--- src/rtl/hbdsp_pkg.sv ---
package hbdsp_pkg;

	localparam int unsigned CLK_PERIOD_PS = 8000;

	// timing figures in their own units (picoseconds)
	localparam int unsigned RDY_NORMAL_PS = 28000;
	localparam int unsigned RDY_CONFLICT_PS = 175000;
	localparam int unsigned RDY_ERROR_PS = 2150000;
	localparam int unsigned INHIBIT_PS = 50000;
	localparam int unsigned DMA_REQUEST_OUT_DROP_PS = 21000;
	localparam int unsigned DMA_REQUEST_OUT_RAISE_PS = 19000;

	// longest times round down, least times round up, the normal ready time never below one cycle
	localparam int unsigned RDY_NORMAL_CYC = (RDY_NORMAL_PS / CLK_PERIOD_PS) > 0 ? RDY_NORMAL_PS / CLK_PERIOD_PS : 1;
	localparam int unsigned RDY_CONFLICT_CYC = RDY_CONFLICT_PS / CLK_PERIOD_PS;
	localparam int unsigned RDY_ERROR_CYC = RDY_ERROR_PS / CLK_PERIOD_PS;
	localparam int unsigned INHIBIT_CYC = (INHIBIT_PS + CLK_PERIOD_PS - 1) / CLK_PERIOD_PS;

	// control bit positions
	localparam int unsigned LINK_CFG_EOP_POL_BIT = 1;
	localparam int unsigned TX_MODE_EARLY_DMA_REQUEST_OUT_BIT = 2;

	localparam logic [8:0] WAIT_CNT_ZERO = 9'h000;
	localparam logic [8:0] CONFLICT_CNT = 9'(RDY_CONFLICT_CYC);
	localparam logic [8:0] ERROR_CNT = 9'(RDY_ERROR_CYC);

	// host strobes of one access
	typedef struct packed {
		logic rd;
		logic wr;
		logic bmp_sel;
	} hbdsp_host_type;

	// network side view of the buffer
	typedef struct packed {
		logic req;
		logic err;
	} hbdsp_net_type;

	typedef enum logic [1:0] {
		HB_IDLE = 2'b00,
		HB_WAIT = 2'b01,
		HB_SERVE = 2'b10,
		HB_HOLD = 2'b11
	} hbdsp_state_type;

endpackage

--- src/rtl/hbdsp_port.sv ---
// Overview of operation
// - A host write waits only when it hits the buffer port while the network holds the buffer.
// - On a network error during a buffer port conflict, for a read or a write, the wait may last up to 2.15 us before ready returns.
// - Ready returns within 28 ns normally and within 175 ns after a network conflict.
// - A strap picks whether ready is active high or active low.
// - In single dma the request drops within 21 ns of acknowledge and returns within 19 ns of its release.
// - Bit 1 of the link config control picks the end-of-process polarity.
// - In burst dma the request drops one cycle before the last transfer when transmit mode bit 2 is set, else at it.
// - During dma the wait output behaves as for ordinary accesses.
// - A host read waits only when it hits the buffer port while the network holds the buffer.
module hbdsp_port
	import hbdsp_pkg::*;
(
	input wire logic core_clk_i,
	input wire logic rstn_i,
	input wire logic host_read_strobe_i,
	input wire logic host_write_strobe_i,
	input wire logic buffer_memory_port_sel_i,
	input wire logic ready_polarity_strap_i,
	input wire logic net_req_i,
	input wire logic net_err_i,
	input wire logic dma_pending_i,
	input wire logic burst_mode_i,
	input wire logic dma_acknowledge_in_i,
	input wire logic end_of_process_in_i,
	input wire logic next_last_i,
	input wire logic [7:0] link_config_control_i,
	input wire logic [7:0] transmit_mode_control_i,
	output logic channel_wait_output_o,
	output logic host_grant_o,
	output logic net_grant_o,
	output logic eop_seen_o,
	output logic inhibit_violation_o,
	output logic dma_request_out_o
);

	hbdsp_host_type host;
	hbdsp_net_type net;
	hbdsp_state_type state_r;
	hbdsp_state_type state_nxt;
	logic [8:0] wait_cnt_r;
	logic [8:0] wait_cnt_nxt;
	logic strap_r;
	logic ready_r;
	logic ready_nxt;
	logic strobe_prev_r;
	logic [3:0] idle_cnt_r;
	logic eop_act;
	logic net_owner_r;
	logic access;
	logic bmp_access;

	assign host = '{rd: host_read_strobe_i, wr: host_write_strobe_i, bmp_sel: buffer_memory_port_sel_i};
	assign net = '{req: net_req_i, err: net_err_i};
	assign access = host.rd | host.wr;
	assign bmp_access = access & host.bmp_sel;

	assign eop_act = end_of_process_in_i ^ ~link_config_control_i[LINK_CFG_EOP_POL_BIT];

	// strap is caught by a clocked process after release, never by the reset itself
	always_ff @(posedge core_clk_i) begin
		if (!rstn_i)
			strap_r <= 1'b0;
		else
			strap_r <= ready_polarity_strap_i;
	end

	// buffer owner: network keeps the buffer while it asks and no host access is being served
	always_ff @(posedge core_clk_i) begin
		if (!rstn_i)
			net_owner_r <= 1'b0;
		else if (state_r == HB_SERVE || state_r == HB_HOLD)
			net_owner_r <= 1'b0;
		else
			net_owner_r <= net.req;
	end

	// host access sequencer; state and wait count step together
	always_comb begin
		state_nxt = state_r;
		wait_cnt_nxt = wait_cnt_r;
		ready_nxt = 1'b1;
		unique case (state_r)
			HB_IDLE: begin
				if (bmp_access && (net.req || net_owner_r)) begin
					state_nxt = HB_WAIT;
					wait_cnt_nxt = net.err ? ERROR_CNT : CONFLICT_CNT;
					ready_nxt = 1'b0;
				end else if (access) begin
					state_nxt = HB_HOLD;
				end
			end
			HB_WAIT: begin
				ready_nxt = 1'b0;
				if (wait_cnt_r > 9'h002)
					wait_cnt_nxt = wait_cnt_r - 9'h001;
				else begin
					wait_cnt_nxt = WAIT_CNT_ZERO;
					state_nxt = HB_SERVE;
					ready_nxt = 1'b1;
				end
			end
			HB_SERVE: begin
				if (!access)
					state_nxt = HB_IDLE;
			end
			HB_HOLD: begin
				if (!access)
					state_nxt = HB_IDLE;
			end
		endcase
		if (!access && state_r == HB_WAIT) begin
			state_nxt = HB_IDLE;
			wait_cnt_nxt = WAIT_CNT_ZERO;
			ready_nxt = 1'b1;
		end
	end

	always_ff @(posedge core_clk_i) begin
		if (!rstn_i) begin
			state_r <= HB_IDLE;
			wait_cnt_r <= WAIT_CNT_ZERO;
			ready_r <= 1'b1;
		end else begin
			state_r <= state_nxt;
			wait_cnt_r <= wait_cnt_nxt;
			ready_r <= ready_nxt;
		end
	end

	// ready polarity, straight from a flop
	always_ff @(posedge core_clk_i) begin
		if (!rstn_i)
			channel_wait_output_o <= 1'b0;
		else
			channel_wait_output_o <= strap_r ? ready_nxt : ~ready_nxt;
	end

	// grants to the buffer side
	always_ff @(posedge core_clk_i) begin
		if (!rstn_i) begin
			host_grant_o <= 1'b0;
			net_grant_o <= 1'b0;
		end else begin
			host_grant_o <= (state_nxt == HB_SERVE) || (state_nxt == HB_HOLD && host.bmp_sel);
			net_grant_o <= net.req && state_nxt != HB_SERVE && !(state_nxt == HB_HOLD && host.bmp_sel);
		end
	end

	// strobe inhibit check, flags a host that re-strobes too soon
	always_ff @(posedge core_clk_i) begin
		if (!rstn_i) begin
			strobe_prev_r <= 1'b0;
			idle_cnt_r <= 4'hF;
			inhibit_violation_o <= 1'b0;
		end else begin
			strobe_prev_r <= access;
			if (access)
				idle_cnt_r <= 4'h0;
			else if (idle_cnt_r != 4'hF)
				idle_cnt_r <= idle_cnt_r + 4'h1;
			inhibit_violation_o <= access && !strobe_prev_r && (idle_cnt_r < 4'(INHIBIT_CYC));
		end
	end

	// eop registered in active-high sense for the dma side
	always_ff @(posedge core_clk_i) begin
		if (!rstn_i)
			eop_seen_o <= 1'b0;
		else
			eop_seen_o <= eop_act & dma_acknowledge_in_i;
	end

	hbdsp_dma_request_out u_dma_request_out (
		.core_clk_i(core_clk_i),
		.rstn_i(rstn_i),
		.dma_pending_i(dma_pending_i),
		.burst_mode_i(burst_mode_i),
		.dma_acknowledge_in_i(dma_acknowledge_in_i),
		.last_transfer_i(eop_act),
		.next_last_i(next_last_i),
		.transmit_mode_control_i(transmit_mode_control_i),
		.dma_request_out_o(dma_request_out_o)
	);

endmodule

--- src/rtl/hbdsp_dma_request_out.sv ---
module hbdsp_dma_request_out
	import hbdsp_pkg::*;
(
	input wire logic core_clk_i,
	input wire logic rstn_i,
	input wire logic dma_pending_i,
	input wire logic burst_mode_i,
	input wire logic dma_acknowledge_in_i,
	input wire logic last_transfer_i,
	input wire logic next_last_i,
	input wire logic [7:0] transmit_mode_control_i,
	output logic dma_request_out_o
);

	logic dma_request_out_nxt;

	// request follows pending data, gated by acknowledge and the burst end point
	always_comb begin
		dma_request_out_nxt = dma_pending_i;
		if (!burst_mode_i) begin
			if (dma_acknowledge_in_i)
				dma_request_out_nxt = 1'b0;
		end else begin
			if (transmit_mode_control_i[TX_MODE_EARLY_DMA_REQUEST_OUT_BIT] && next_last_i)
				dma_request_out_nxt = 1'b0;
			if (!transmit_mode_control_i[TX_MODE_EARLY_DMA_REQUEST_OUT_BIT] && last_transfer_i)
				dma_request_out_nxt = 1'b0;
		end
	end

	// one flop keeps drop and raise inside 21 ns and 19 ns at 8 ns clock
	always_ff @(posedge core_clk_i) begin
		if (!rstn_i)
			dma_request_out_o <= 1'b0;
		else
			dma_request_out_o <= dma_request_out_nxt;
	end

endmodule

--- config.mk ---
export PLATFORM = sky130hd
export DESIGN_NAME = hbdsp_port
export DESIGN_NICKNAME = d
export VERILOG_FILES = /design/src/rtl/hbdsp_pkg.sv /design/src/rtl/hbdsp_port.sv /design/src/rtl/hbdsp_dma_request_out.sv
export SDC_FILE = /design/constraint.sdc
export NUM_CORES = 1
export LEC_CHECK = 0
export ABC_AREA = 1
export BUFFER_PORTS_ARGS = -buffer_cell sky130_fd_sc_hd__buf_2
export CAP_MARGIN = 20
export CORE_MARGIN = 5
export CORE_UTILIZATION = 35
export CTS_CLUSTER_SIZE = 25
export DETAILED_ROUTE_END_ITERATION = 7
export SLEW_MARGIN = 40
export SYNTH_ARGS = -nofsm -noshare
export SYNTH_HDL_FRONTEND = slang
export SYNTH_HIERARCHICAL = 1
export SYNTH_SLANG_ARGS = --single-unit
--- constraint.sdc ---
create_clock -name core_clk_i -period 3.9 [get_ports core_clk_i]
set_clock_uncertainty 0.15 [all_clocks]
set_input_delay 0.39 -clock core_clk_i [delete_from_list [all_inputs] [get_ports core_clk_i]]
set_output_delay 0.39 -clock core_clk_i [all_outputs]
set_load 0.05 [all_outputs]
==> results.md <==
* Status: completed
* Io pins at 35
* Startpoint Class: flop
* Pins Over Slew Limit at 0
* Diodes inserted at 0
* Core Rows at 21
* Reg clk slew, reported paths at 120 ps
* Post-Layout Inst Area at 0.00143 mm²
* Vias at between 1,000 and 1,500
* Post-synth top area cell: dfxtp_1
* Global route overflow at 0
* Total of max-cap violations at 0
* Critical path type: flop to flop
* Drt via density at 4.33
* # setup viols final at 0
* Setup bufs post-CTS at 0
* Post-cts resize count at 0
* Multi-input gate area at 632 µm²
* Fmax at 641 MHz
* Vias in the first global route at 927
* Global-route wire length before repair at between 3000 and 4000 µm
* CTS tree: done
* Dpl cells at 236
* Util after Layout at 42.3%
* Drt first-iter violations at 31
* Total core area at 0.00339 mm²
* Reg-to-Reg Start: wait_cnt_r[1]$_SDFFE_PP0P_
* Die width at 69.7 µm
* Start point of the critical path: wait_cnt_r[1]$_SDFFE_PP0P_
* Per-cell routed wire length at ~8.8 µm
* Fill count at 368
* Syn. warnings at 6
* DRT antenna net count at 0
* Placed Area at 0.00140 mm²
* Final WS setup at approximately 2300 ps
* Post-DP HPWL at 1720 µm
* CP cell instances: inv_1, ha_1, nand2_1, nor2_1, nand3_1, xor2_1, nand2_1, a21oi_1
* Clk sinks at 24
* Hold path startpoint: ready_polarity_strap_i
* Die area at about 0.0049 mm²
* Period utilization at 40.0%
* Worst vdd ir at 202 µV
* Final #Nets at about 230
* Clock insertion delay at the later pin of the skew report at 310 ps
* # hold bufs at CTS at 0
* Cell Pwr Density at 455 mW/mm²
* Hold_ws at 101 ps
* Port Buf Inserts at 20
* Worst-Margin Slew at ~280 ps
* Syn avg cell area at approximately 7.3 µm²
* Antenna violations before repair at 0
* Syn Nets at 203
* Initial core utilization at 36.8%
* Post-route minimum period at 1560 ps
* Drt drc at 0
* Post-Syn Area at ~0.0012 mm²
* Register area at around 480 µm²
* Post-Route WL at 2110 µm
* Class of the worst hold path: input port to flop
* FF+latch count, synth at 24
* GRT Util Overall at 9.47%
* WP data required at roughly 4000 ps
* Pin count of the biggest net entering global routing at 14
* Worst slew margin relative to its limit at 81.1%
* Worst path arrival time at 1660 ps
* H-tree Lvls at 1
* Synth top area cells: dfxtp_1 39%, nand2_1 9.9%, inv_1 7.5%, xor2_1 4.9%, nor2_1 4.5%
* Yosys top cell area share at 38.5%
* Crit path max fanout at 3
* Max stage delay on crit path at 350 ps
* Routability cong. at approximately 0.86
* Final Non-Filler Cells at 240
* Sequential element share of the synthesized area at 38.5%
* Share of cells above drive strength 1 at 27.8%
* DR pass1 iterations at 4
* Cts bufs inserted at 3
* Final Hold Viols at 0
* Setup_tns at 0 ps
* RSZ-0062 raised after global routing: false
* Final Power at 0.652 mW
* Cell variety after synth at 22
* CP endpoint kind: flop
* Area grow syn2layout at 14.9%
* Worst slack, placed at roughly 2300 ps
* Critical path's most frequent cell: nand2_1
* Root Buffer: clkbuf_4
* Die Ht at 69.7 µm
* Post-Syn Instances at 171
* Leakage at 0.727 nW
* Slowest-stage cell, CP: dfxtp_1
* Clk buf depth at 2
==> power by group <==
| group | switching [mW] | internal [mW] | leakage, nW | total, mW |
|---|---|---|---|---|
| sequential | 0.0165 | 0.272 | 0.199 | 0.289 |
| clock | 0.0704 | 0.0570 | 0.0210 | 0.127 |
| combinational | 0.153 | 0.0831 | 0.508 | 0.236 |
==> synthesized netlist by cell type, drive strengths merged <==
library cell / count
nand2: 45
inv: 34
dfxtp: 24
nor2: 20
a21oi: 12
nand3: 9
o21ai: 9
xor2: 7
ha: 3
o211ai: 3
a31oi: 2
buf: 1
nand4: 1
nor4: 1
==> state kept, by name, summed over array words and instances, names as in the netlist <==
register                             count
channel_wait_output_o                    1
eop_seen_o                               1
host_grant_o                             1
idle_cnt_r                               4
inhibit_violation_o                      1
net_grant_o                              1
net_owner_r                              1
state_r                                  2
strap_r                                  1
strobe_prev_r                            1
u_dma_request_out/dma_request_out_o      1
wait_cnt_r                               9
==> layer usage <==
| layer | track usage (%) | wire (µm) | vias to the layer above |
|---|---|---|---|
| met5 | 0 | 0 | - |
| met4 | 4.47 | 42 | 0 |
| met3 | 2.32 | 112 | 5 |
| met2 | 14.5 | 879 | 21 |
| met1 | 12.4 | 1070 | 436 |
| li1 | - | - | 577 |
==> logic make-up after synthesis <==
group / share of synthesized area (%)
flip-flops: 38.5
AND/OR/NAND/NOR: 30.8
AO/OA/AOI/OAI: 11.9
XOR/XNOR: 4.91
adder cells (fa/ha/maj): 3.01
buffers and inverters: 10.8
==> cells in the final DEF, fill, tap and decap left out, types with 7 or more instances in the layout <==
master   Yosys  final
buf_2        0     20
nand2_1     33     33
a21oi_1     11     11
o21ai_0      9      9
xor2_1       7      7
inv_1       25     25
dfxtp_1     24     24
nand2_2      8      8
nor2_1      15     15
nand3_1      7      7
inv_2        9      9
==> critical path, delay by kind of cell, from the launching register on <==
family                   cells  cell delay, ps
AO/OA/AOI/OAI                1             110
XOR/XNOR                     1             150
adder cells (fa/ha/maj)      1             200
buffers and inverters        1             110
flip-flops                   1             350
AND/OR/NAND/NOR              4             430
==> path summary, 6_finish.rpt <==
check | end | slack, ps | cells past startpoint
min | strap_r$_SDFF_PN0_ | 100 | 3
min reg2reg | inhibit_violation_o$_SDFF_PN0_ | 250 | 1
max reg2reg | wait_cnt_r[6]$_SDFFE_PP0P_ | 2340 | 8
max | wait_cnt_r[6]$_SDFFE_PP0P_ | 2340 | 8
==> cell type report <==
| type | instances | share of cell area (%) |
|---|---|---|
| Multi-Input combinational cell | 112 | 44.1 |
| Sequential cell | 24 | 33.5 |
| Inverter | 34 | 8.90 |
| Timing Repair Buffer | 20 | 6.98 |
| Tap cell | 46 | 4.01 |
| Clock buffer | 4 | 2.53 |
Note: power is estimated with default switching activity, not from simulation.
